===== src/verilog/oscdc_params.svh =====
// Constants for the oscillator divider control block: offsets, fields, resets.
// Assumes inclusion by its bare name from the package and the design modules.
`ifndef OSCDC_PARAMS_SVH
`define OSCDC_PARAMS_SVH

// Register word address on the plain register port.
`define OSCDC_ADDR_CTRL 4'h0
`define OSCDC_ADDR_UNLOCK 4'h1
// Unlock keys written in order to the unlock address.
`define OSCDC_KEY1 32'haa996655
`define OSCDC_KEY2 32'h556699aa
// Field positions in the control word.
`define OSCDC_PLL_OUT_DIV_HI 29
`define OSCDC_PLL_OUT_DIV_LO 27
`define OSCDC_FAST_RC_DIV_HI 26
`define OSCDC_FAST_RC_DIV_LO 24
`define OSCDC_SOSC_READY_BIT 22
`define OSCDC_PBRDY_BIT 21
`define OSCDC_PB_DIV_HI 20
`define OSCDC_PB_DIV_LO 19
`define OSCDC_PLLMUL_HI 18
`define OSCDC_PLLMUL_LO 16
`define OSCDC_NEW_SRC_HI 10
`define OSCDC_NEW_SRC_LO 8
`define OSCDC_SOSC_EN_BIT 1
// Reset value of the fast RC divider (divide by two).
`define OSCDC_FAST_RC_DIV_RST 3'h1
// Peripheral divisor held under reset until configuration is loaded (divide by eight).
`define OSCDC_PB_DIV_RST 2'h3
// Secondary oscillator warm-up time in ns and its cycle count at 4 ns.
`define OSCDC_CLK_NS 4
`define OSCDC_SOSC_WARM_NS 1000
`define OSCDC_SOSC_WARM_CYC ((`OSCDC_SOSC_WARM_NS + `OSCDC_CLK_NS - 1) / `OSCDC_CLK_NS)

`endif


===== src/verilog/oscdc_pkg.sv =====
// Types for the oscillator divider control block.
// Assumes oscdc_params.svh is on the include path.
`include "oscdc_params.svh"

package oscdc_pkg;
   // Register bus request.
   typedef struct packed {
      logic [3:0] addr;
      logic [31:0] wdata;
      logic wr;
      logic rd;
   } oscdc_req_s;

   // Configuration word loaded at the first clock edge after each reset release.
   typedef struct packed {
      logic [2:0] pll_out_divider;
      logic [1:0] periph_clock_divisor;
      logic [2:0] pll_multiplier;
      logic [2:0] new_source_select;
      logic secondary_osc_enable;
   } oscdc_cfg_s;

   // Unlock sequence states, Gray coded.
   typedef enum logic [1:0] {
      OSCDC_LOCKED = 2'h0,
      OSCDC_KEY1_OK = 2'h1,
      OSCDC_OPEN = 2'h3
   } oscdc_unlock_e;
endpackage : oscdc_pkg


===== src/verilog/oscdc_pow2_div.sv =====
// Power-of-two clock enable divider with glitch-free ratio change.
// Assumes one clock domain; the tick pulses one cycle in every 2^shift.
module oscdc_pow2_div #(
   parameter int SW = 4
) (
   // Clock and reset.
   input wire logic mclk,
   input wire logic arst_n,
   // Ratio control.
   input wire logic [SW-1:0] shift,
   // Divided tick and settle status.
   output logic tick,
   output logic settled
);
   logic [8:0] cnt_r;
   logic [SW-1:0] act_r;
   logic [8:0] lim;

   assign lim = 9'((9'h1 << act_r) - 9'h1);
   assign tick = (cnt_r == lim);
   assign settled = (act_r == shift);

   // Ratio changes only at a period boundary, so no short tick is produced.
   always_ff @(posedge mclk or negedge arst_n) begin
      if (!arst_n) begin
         cnt_r <= 9'h0;
         act_r <= '0;
      end else if (tick) begin
         cnt_r <= 9'h0;
         act_r <= shift;
      end else begin
         cnt_r <= 9'(cnt_r + 9'h1);
      end
   end
endmodule : oscdc_pow2_div


===== src/verilog/oscdc_sosc_mon.sv =====
// Secondary oscillator warm-up monitor.
// Assumes the oscillator runs whenever the enable is high.
`include "oscdc_params.svh"

module oscdc_sosc_mon #(
   parameter int WARM = `OSCDC_SOSC_WARM_CYC
) (
   // Clock and reset.
   input wire logic mclk,
   input wire logic arst_n,
   // Enable and ready.
   input wire logic enable,
   output logic ready
);
   logic [15:0] cnt_r;

   // Counter restarts whenever the oscillator is turned off.
   always_ff @(posedge mclk or negedge arst_n) begin
      if (!arst_n) begin
         cnt_r <= 16'h0;
      end else if (!enable) begin
         cnt_r <= 16'h0;
      end else if (cnt_r != 16'(WARM)) begin
         cnt_r <= 16'(cnt_r + 16'h1);
      end
   end

   assign ready = enable && (cnt_r == 16'(WARM));
endmodule : oscdc_sosc_mon


===== src/verilog/oscdc_ctrl.sv =====
// Oscillator divider control register with unlock guard and divider ticks.
// Assumes the register port master of the group and a configuration word
// that is stable from reset release on.
//
// The placing of the registers and the plain strobed port were decided locally.
`include "oscdc_params.svh"

module oscdc_ctrl #(
   parameter int SOSC_WARM = `OSCDC_SOSC_WARM_CYC
) (
   // Clock and reset.
   input wire logic mclk,
   input wire logic arst_n,
   // Register port.
   input wire logic [3:0] reg_addr,
   input wire logic [31:0] reg_wdata,
   input wire logic reg_wr,
   input wire logic reg_rd,
   output logic [31:0] reg_rdata,
   // Configuration bits.
   input wire oscdc_pkg::oscdc_cfg_s cfg,
   // Divided clock enables.
   output logic pll_div_tick,
   output logic fast_rc_div_tick,
   output logic periph_bus_clock_tick,
   // Current field values.
   output logic [2:0] pll_multiplier,
   output logic [2:0] new_source_select,
   output logic secondary_osc_enable
);
   // ****************************************************************
   // Declarations
   // ****************************************************************
   oscdc_pkg::oscdc_unlock_e lock_r;
   logic [2:0] pll_out_divider_r;
   logic [2:0] fast_rc_divider_r;
   logic [1:0] periph_clock_divisor_r;
   logic [2:0] pll_multiplier_r;
   logic [2:0] new_source_select_r;
   logic secondary_osc_enable_r;
   logic cfg_loaded_r;
   logic ctrl_wr;
   logic secondary_osc_ready;
   logic periph_divisor_ready;
   logic pb_settled;
   logic [3:0] pll_shift;
   logic [3:0] fast_rc_shift;
   logic [1:0] wr_pb_field;
   logic [3:0] pb_shift;
   logic [31:0] rd_word;

   // Maps a three-bit divider code to a shift; code 111 skips to 256.
   function automatic logic [3:0] code_shift(input logic [2:0] c);
      code_shift = (c == 3'h7) ? 4'h8 : {1'b0, c};
   endfunction : code_shift

   // ****************************************************************
   // Unlock sequence
   // ****************************************************************
   // Two keys open the register for exactly one write, then it relocks.
   always_ff @(posedge mclk or negedge arst_n) begin
      if (!arst_n) begin
         lock_r <= oscdc_pkg::OSCDC_LOCKED;
      end else if (reg_wr && reg_addr == `OSCDC_ADDR_UNLOCK) begin
         if (reg_wdata == `OSCDC_KEY1) begin
            lock_r <= oscdc_pkg::OSCDC_KEY1_OK;
         end else if (reg_wdata == `OSCDC_KEY2 && lock_r == oscdc_pkg::OSCDC_KEY1_OK) begin
            lock_r <= oscdc_pkg::OSCDC_OPEN;
         end else begin
            lock_r <= oscdc_pkg::OSCDC_LOCKED;
         end
      end else if (reg_wr) begin
         lock_r <= oscdc_pkg::OSCDC_LOCKED;
      end
   end

   assign ctrl_wr = reg_wr && reg_addr == `OSCDC_ADDR_CTRL &&
                    lock_r == oscdc_pkg::OSCDC_OPEN;

   // ****************************************************************
   // Control fields
   // ****************************************************************
   // The first edge after release loads the configured fields; a strap read
   // under asynchronous reset would be illegal, so it waits for the clock.
   always_ff @(posedge mclk or negedge arst_n) begin
      if (!arst_n) begin
         cfg_loaded_r <= 1'b0;
         pll_out_divider_r <= 3'h0;
         fast_rc_divider_r <= `OSCDC_FAST_RC_DIV_RST;
         pll_multiplier_r <= 3'h0;
         new_source_select_r <= 3'h0;
         secondary_osc_enable_r <= 1'b0;
      end else if (!cfg_loaded_r) begin
         cfg_loaded_r <= 1'b1;
         pll_out_divider_r <= cfg.pll_out_divider;
         pll_multiplier_r <= cfg.pll_multiplier;
         new_source_select_r <= cfg.new_source_select;
         secondary_osc_enable_r <= cfg.secondary_osc_enable;
      end else if (ctrl_wr) begin
         pll_out_divider_r <= reg_wdata[`OSCDC_PLL_OUT_DIV_HI:`OSCDC_PLL_OUT_DIV_LO];
         fast_rc_divider_r <= reg_wdata[`OSCDC_FAST_RC_DIV_HI:`OSCDC_FAST_RC_DIV_LO];
         pll_multiplier_r <= reg_wdata[`OSCDC_PLLMUL_HI:`OSCDC_PLLMUL_LO];
         new_source_select_r <= reg_wdata[`OSCDC_NEW_SRC_HI:`OSCDC_NEW_SRC_LO];
         secondary_osc_enable_r <= reg_wdata[`OSCDC_SOSC_EN_BIT];
      end
   end

   // Peripheral divisor accepts a write only while the ready flag is high.
   always_ff @(posedge mclk or negedge arst_n) begin
      if (!arst_n) begin
         periph_clock_divisor_r <= `OSCDC_PB_DIV_RST;
      end else if (!cfg_loaded_r) begin
         periph_clock_divisor_r <= cfg.periph_clock_divisor;
      end else if (ctrl_wr && periph_divisor_ready) begin
         periph_clock_divisor_r <= wr_pb_field;
      end
   end

   // Divisor field of the write word, kept apart so that checks can look back on it.
   assign wr_pb_field = reg_wdata[`OSCDC_PB_DIV_HI:`OSCDC_PB_DIV_LO];

   // ****************************************************************
   // Dividers and monitors
   // ****************************************************************
   assign pll_shift = code_shift(pll_out_divider_r);
   assign fast_rc_shift = code_shift(fast_rc_divider_r);
   // Until the configuration loads, the divider is fed the configured code, so
   // it starts at that ratio and the ready flag stands high from the first access.
   assign pb_shift = cfg_loaded_r ? {2'h0, periph_clock_divisor_r} :
                     {2'h0, cfg.periph_clock_divisor};

   oscdc_pow2_div #(.SW(4)) u_pll_div (
      .mclk(mclk), .arst_n(arst_n), .shift(pll_shift),
      .tick(pll_div_tick), .settled()
   );
   oscdc_pow2_div #(.SW(4)) u_fast_rc_div (
      .mclk(mclk), .arst_n(arst_n), .shift(fast_rc_shift),
      .tick(fast_rc_div_tick), .settled()
   );
   oscdc_pow2_div #(.SW(4)) u_pb_div (
      .mclk(mclk), .arst_n(arst_n), .shift(pb_shift),
      .tick(periph_bus_clock_tick), .settled(pb_settled)
   );

   // Ready stays low while the new ratio waits for a period boundary.
   assign periph_divisor_ready = pb_settled && cfg_loaded_r;

   oscdc_sosc_mon #(.WARM(SOSC_WARM)) u_sosc (
      .mclk(mclk), .arst_n(arst_n), .enable(secondary_osc_enable_r),
      .ready(secondary_osc_ready)
   );

   assign pll_multiplier = pll_multiplier_r;
   assign new_source_select = new_source_select_r;
   assign secondary_osc_enable = secondary_osc_enable_r;

   // ****************************************************************
   // Read path
   // ****************************************************************
   // Unlisted bits, unimplemented ones among them, stay zero.
   always_comb begin
      rd_word = 32'h0;
      rd_word[`OSCDC_PLL_OUT_DIV_HI:`OSCDC_PLL_OUT_DIV_LO] = pll_out_divider_r;
      rd_word[`OSCDC_FAST_RC_DIV_HI:`OSCDC_FAST_RC_DIV_LO] = fast_rc_divider_r;
      rd_word[`OSCDC_SOSC_READY_BIT] = secondary_osc_ready;
      rd_word[`OSCDC_PBRDY_BIT] = periph_divisor_ready;
      rd_word[`OSCDC_PB_DIV_HI:`OSCDC_PB_DIV_LO] = periph_clock_divisor_r;
      rd_word[`OSCDC_PLLMUL_HI:`OSCDC_PLLMUL_LO] = pll_multiplier_r;
      rd_word[`OSCDC_NEW_SRC_HI:`OSCDC_NEW_SRC_LO] = new_source_select_r;
      rd_word[`OSCDC_SOSC_EN_BIT] = secondary_osc_enable_r;
   end

   // Read data stands only in the cycle after the strobe; unmapped reads zero.
   always_ff @(posedge mclk or negedge arst_n) begin
      if (!arst_n) begin
         reg_rdata <= 32'h0;
      end else if (reg_rd && reg_addr == `OSCDC_ADDR_CTRL) begin
         reg_rdata <= rd_word;
      end else begin
         reg_rdata <= 32'h0;
      end
   end
endmodule : oscdc_ctrl


===== config.mk =====
export PLATFORM = sky130hd
export DESIGN_NAME = oscdc_ctrl
export DESIGN_NICKNAME = d
export VERILOG_FILES = /design/src/verilog/oscdc_pkg.sv /design/src/verilog/oscdc_pow2_div.sv /design/src/verilog/oscdc_sosc_mon.sv /design/src/verilog/oscdc_ctrl.sv
export VERILOG_INCLUDE_DIRS = /design/src /design/src/verilog
export SDC_FILE = /design/constraint.sdc
export NUM_CORES = 1
export LEC_CHECK = 0
export BUFFER_PORTS_ARGS = -buffer_cell sky130_fd_sc_hd__buf_4
export CELL_PAD_IN_SITES_DETAIL_PLACEMENT = 0
export CELL_PAD_IN_SITES_GLOBAL_PLACEMENT = 1
export CORE_MARGIN = 10
export CORE_UTILIZATION = 39
export DETAILED_ROUTE_END_ITERATION = 16
export PLACE_DENSITY_LB_ADDON = 0.3
export SLEW_MARGIN = 20
export SYNTH_ARGS = -nofsm -noshare
export SYNTH_HDL_FRONTEND = slang
export SYNTH_SLANG_ARGS = --single-unit

===== constraint.sdc =====
create_clock -name mclk -period 2.64 [get_ports mclk]
set_input_delay 0.132 -clock mclk [delete_from_list [all_inputs] [get_ports mclk]]
set_output_delay 0.132 -clock mclk [all_outputs]
set_load 0.005 [all_outputs]

; ---- Yosys cells after proc, flatten, opt, wreduce, memory -nomap -nowiden
; Cells that the tools add are included.
[totals]
register_bits = 105
in_bits = 52
word_cells = 76
[op_classes]
n_addsub = 7
n_eq_ne = 16
shifts = 3
mux = 23
reduce_logical = 11
[op_table]
columns = op, count
row1 = $eq A32 B31 Y1 const B, 1
row2 = $eq A32 B32 Y1 const B, 1
row3 = $mux W16, 2
row4 = $mux W30, 1
row5 = $add A9 B1 Y9 const B, 3
row6 = $eq A9 B9 Y1, 3
row7 = $mux W9, 3
row8 = $shl A1 B4 Y9 const A, 3
row9 = $sub A9 B1 Y9 const B, 3
row10 = $mux W3, 6
row11 = $add A16 B1 Y16 const B, 1
row12 = $eq A16 B8 Y1 const B, 1
row13 = $ne A16 B8 Y1 const B, 1
row14 = $mux W2, 7
row15 = $logic_and A1 B1 Y1, 8
row16 = $mux W4, 2
row17 = $eq A3 B3 Y1 const B, 2
row18 = $ne A2 B1 Y1 const B, 3
row19 = $eq A4 B1 Y1 const B, 1
row20 = $eq A4 B2 Y1, 1
row21 = $logic_not A4 Y1, 1
row22 = $eq A2 B1 Y1 const B, 1
row23 = $eq A2 B2 Y1 const B, 1
row24 = $mux W1, 2
row25 = 2 further kinds, 2

; ---- Logic depth before layout (Yosys ltp)
[logic_depth]
ltp_word = 6
depth_mapped = 13
mapped_depth_nobuf = 9

; ---- Modules after synthesis
; Synthesis repeated with hierarchy kept, for this count alone.
[hier_totals]
cells_unflattened = 514
hier_area_um2 = 5149.9
[modules_own_cells]
columns = module, instances, cells_each, area_per_inst_um2, seq_area_each_um2
row1 = oscdc_pow2_div, 3, 90, 850.8, 325.3
row2 = oscdc_ctrl, 1, 160, 1754.2, 879.6
row3 = oscdc_sosc_mon, 1, 84, 843.3, 400.4

; ---- Least setup slack after synthesis
; Ideal clock, no wire load.
[synth_path]
path_kind = register to register
startpoint = reg u_pll_div.act_r[3]
endpoint = reg u_pll_div.act_r[0]
setup_time_ns = 0.125
arrival_time_ns = 2.576
t_required_ns = 2.515
setup_slack_ns = -0.061
path_stages_with_launch = 11
n_path_buf = 3
cell_sequence = dfrtp_1 > clkbuf_1 > buf_2 > nand3b_1 > ha_1 > clkbuf_1 > nor3_1 > nor4_1 > o2111ai_1 > nor4_4 > mux2_2
[synth_via]
elab_chain_cells = 3
[synth_rtl]
columns = item, line_no
row1 = "start, declared", oscdc_pow2_div.sv:16  ; logic [SW-1:0] act_r;
row2 = "start signal, assigned", oscdc_pow2_div.sv:30  ; act_r <= shift;
row3 = $shl A1 B4 Y9, oscdc_pow2_div.sv:19  ; assign lim = 9'((9'h1 << act_r) - 9'h1);
row4 = $sub A9 B1 Y9, oscdc_pow2_div.sv:19
row5 = $eq A9 B9 Y1, oscdc_pow2_div.sv:20  ; assign tick = (cnt_r == lim);
; Every way passes these cells.
; A chain may end at the register's enable or synchronous reset.

; ---- Final worst setup path
[layout_path]
startpoint = reg u_pll_div.act_r[1]
endpoint = out pll_div_tick
[layout_via]
elab_chain_cells = 3
[layout_rtl]
columns = item, line_no
row1 = $shl A1 B4 Y9, oscdc_pow2_div.sv:19
row2 = $sub A9 B1 Y9, oscdc_pow2_div.sv:19
row3 = $eq A9 B9 Y1, oscdc_pow2_div.sv:20
row4 = "end, declared", oscdc_ctrl.sv:23  ; output logic pll_div_tick,
; Every way passes these cells.

==> qor.csv <==
stage,metric,value,unit
synthesis,synth_common_cells,"dfrtp_1, nor2_1, xnor2_1, nand2_1, nand3_1",
synthesis,async_reset_ff_share,100.0,%
floorplanning,die_area,17260,um2
synthesis,synth_most_common_cell,dfrtp_1,
outcome,status,completed,
global_routing,track_usage,13.34,%
critical_path,critPathMaxStageDelay,540,ps
sta,relSlewSlack,57.28,%
sta,skew,6.254,ps
cells_and_area,nets,641,
global_routing,grt_max_degree,49,
floorplanning,die_x,131.4,um
routing,wire_per_inst,15.59,um
pwr,p_leak,2.793,nW
cts,insertion_delay,340,ps
global_routing,grt_pass1_vias,3926,
cts,cts_max_level,3,
pwr,switching_share,33.54,%
pwr,p_sw,1.481,mW
sta,fin_crit,2536,ps
critical_path,worst-path-max-fanout,5,
min_path,hp-class,in2reg,
routing,drc,0,
critical_path,reg2reg_slack,130,ps
global_routing,grt_pass1_wl,19220,um
sta,hold_viol,0,
critical_path,cp-end-kind,output pin,
critical_path,worst_ep_required_time,2510,ps
synthesis,ys_warn_count,0,
cells_and_area,drive_above_1_share,26.11,%
synthesis,synth_top_area_share,43.96,%
synthesis,synth-seq-area-share,45.59,%
place,place_hpwl,8640,um
floorplanning,core_area,12060,um2
routing,drtPass1Iterations,4,
job,drv_cap,0,
min_path,hold_path.startpoint,cfg[2],
cells_and_area,num_antenna_cells,0,
synthesis,netlist-cell-type-count,57,
sta,setup_slack,103.5,ps
synthesis,synth_largest_area_cell,dfrtp_1,
cts,cts_tree,done,
global_routing,grt_overflow,0,
critical_path,slowest_stage,or4b_1,
global_routing,antenna_found_initial,0,
critical_path,rr_endpoint,u_fast_rc_div.act_r[1],
critical_path,arrival,2400,ps
critical_path,cp-endpoint,pll_div_tick,
synthesis,synth-edff-count,0,
sta,tightestPinTransition,640.9,ps
pwr,share_seq_of_total_power,40.6,%
routing,viasPerCell,5.058,
routing,vias,3814,
cts,cts_max_path_buffers,2,
critical_path,r2r_start,u_fast_rc_div.act_r[0],
cts,cts_sinks,88,
routing,antenna_left,0,
cts,cts_made_buffers,9,
routing,wl,11750,um
routing,drtIter0Drc,236,
synthesis,postSynthCellCount,488,
floorplanning,start_util,40.11,%
sta,rsz0062_at_grt,yes,
floorplanning,num_rows,40,
sta,fmax,394.2,MHz
cells_and_area,syn2layout_area_growth,25.86,%
place,port-buffer-count,78,
sta,fin_crit_sh,96.08,%
floorplanning,fp.dieH,131.4,um
floorplanning,ios,94,
pwr,powerDensity,725.1,nW/um2
place,pre_cts_ws,63.42,ps
pwr,internal_power,2.935,mW
cts,clk_pin_slew_worst_paths,70,ps
critical_path,critPathKind,reg2out,
critical_path,cp-start-kind,flop,
synthesis,syn_avg_cell_area,9.915,um2
critical_path,crit_chain,nor2_4 > nand3b_1 > ha_2 > or4b_1 > a21oi_2 > a21oi_1 > o2111ai_2 > nor4_2 > buf_4,
sta,drv_slew,0,
pwr,clkPwrFrac,29.3,%
pwr,p_comb_share,30.1,%
place,place_congestion,0.8379,
critical_path,critPathLaunch,u_pll_div.act_r[1],
critical_path,reg2reg_depth,9,
synthesis,synthFlopType,dfrtp_1,
cts,root_buffer,clkbuf_16,
sta,setup_viol,0,
synthesis,synthTopCellsByArea,"dfrtp_1, xnor2_1, xor2_1",
synthesis,syn_area,4838,um2
synthesis,ys_ff_latch,88,
pwr,ir_drop,0.3778,mV
sta,tns,0,ps
## stage by stage
| stage | utilization [%] | power (mW) | cells | hold WS (ps) | cell area, um2 |
|---|---|---|---|---|---|
| CTS | 49.44 | 4.391 | 745 | 16.69 | 5963 |
| detailed placement | 46.52 | 3.041 | 726 | 202.3 | 5612 |
| global route | 50.49 | 4.700 | 754 | 33.56 | 6090 |
| finish | 50.49 | 4.416 | 754 | 26.30 | 6090 |
| global placement | 46.52 | 3.000 | 726 | 192.8 | 5612 |
| floorplan | - | 2.664 | 502 | -163.6 | 4892 |
## state kept, by name (all words and copies together), names as in the netlist, 4 cells and up
name                 count
u_pb_div.cnt_r           9
u_pll_div.cnt_r          9
u_fast_rc_div.cnt_r      9
u_pll_div.act_r          4
u_sosc.cnt_r            16
u_fast_rc_div.act_r      4
reg_rdata               17
## layout make-up
class	instances	area (um2)
repair buffers	107	828.3
fillers	1117	5972
flip-flops and latches	88	2206
multi-input cells	367	2511
well taps	168	210.2
clock buffers	9	225.2
clock inverters	7	78.83
inverters	8	30.03
## power by group through the flow
stage	registers, mW	logic, mW	clock network, mW
after CTS	1.79	1.28	1.33
after global placement	1.79	1.21	0
after floorplan	1.70	0.961	0
after global routing	1.83	1.49	1.38
final	1.79	1.33	1.29
after detailed placement	1.80	1.24	0
## timing repair
item / 4_1_cts / 5_1_grt
buffers inserted: 1 / 9
gates resized for setup: 6 / 15
gates cloned: 0 / 0
pin swaps: 1 / 4
hold buffers: 2 / 0
setup endpoints to repair: 3 / 5
endpoints found under the hold margin: 46 / 0
## cell families (layout without fill, tap and decap cells)
family	Yosys count	in the layout	share of synthesized area [%]
AND/OR/NAND/NOR	206	206	24.00
multiplexers	27	27	5.844
buffers and inverters	47	131	5.198
adder cells (fa/ha/maj)	8	8	2.069
AO/OA/AOI/OAI	62	62	8.457
flip-flops	88	88	45.59
XOR/XNOR	48	48	8.689
other	2	16	0.1552
## cells in the final DEF, fill, tap and decap left out, types with 4 or more instances in the layout
cell and count:
xor2_1 22, ha_1 6, nor2_1 46, clkbuf_16 9
nand4_1 8, nor4_1 7, nor4b_1 6, mux2_2 10
conb_1 16, nand3_1 24, buf_4 102, a21boi_0 8
or3_1 4, nor3_1 8, nor2b_1 8, mux2i_1 17
o21ai_0 7, nand2b_1 6, a21oi_1 19, nor4bb_1 6
and3_1 20, xnor2_1 26, nand2_1 25, and2_1 13
inv_1 8, dfrtp_1 85
## routing by layer
layer | GRT usage, % | wire length (um)
met5 | 0 | 0
met4 | 5.068 | 172
met3 | 3.697 | 521
met2 | 22.73 | 6013
met1 | 15.60 | 5046
## worst max-delay path: cells and delay by family, from the launching register on
| kind | cells | cell delay [ps] |
|---|---|---|
| AOI/OAI and AO/OA | 3 | 430 |
| adders and majority gates | 1 | 210 |
| buffers and inverters | 1 | 150 |
| DFF | 1 | 410 |
| and+or+nand+nor | 4 | 880 |
## how the worst min path moves through the flow
stage | end | slack [ps] | cells after the start
5_1_grt | new_source_select[1] | 30 | 3
2_1_floorplan | cfg_loaded_r | -160 | 0
4_1_cts | periph_clock_divisor_r[1] | 20 | 3
6_report | new_source_select[1] | 30 | 3
3_3_place_gp | u_sosc.cnt_r[4] | 190 | 1
3_5_place_dp | u_sosc.cnt_r[3] | 200 | 1
(Power assumes the default switching activity.)
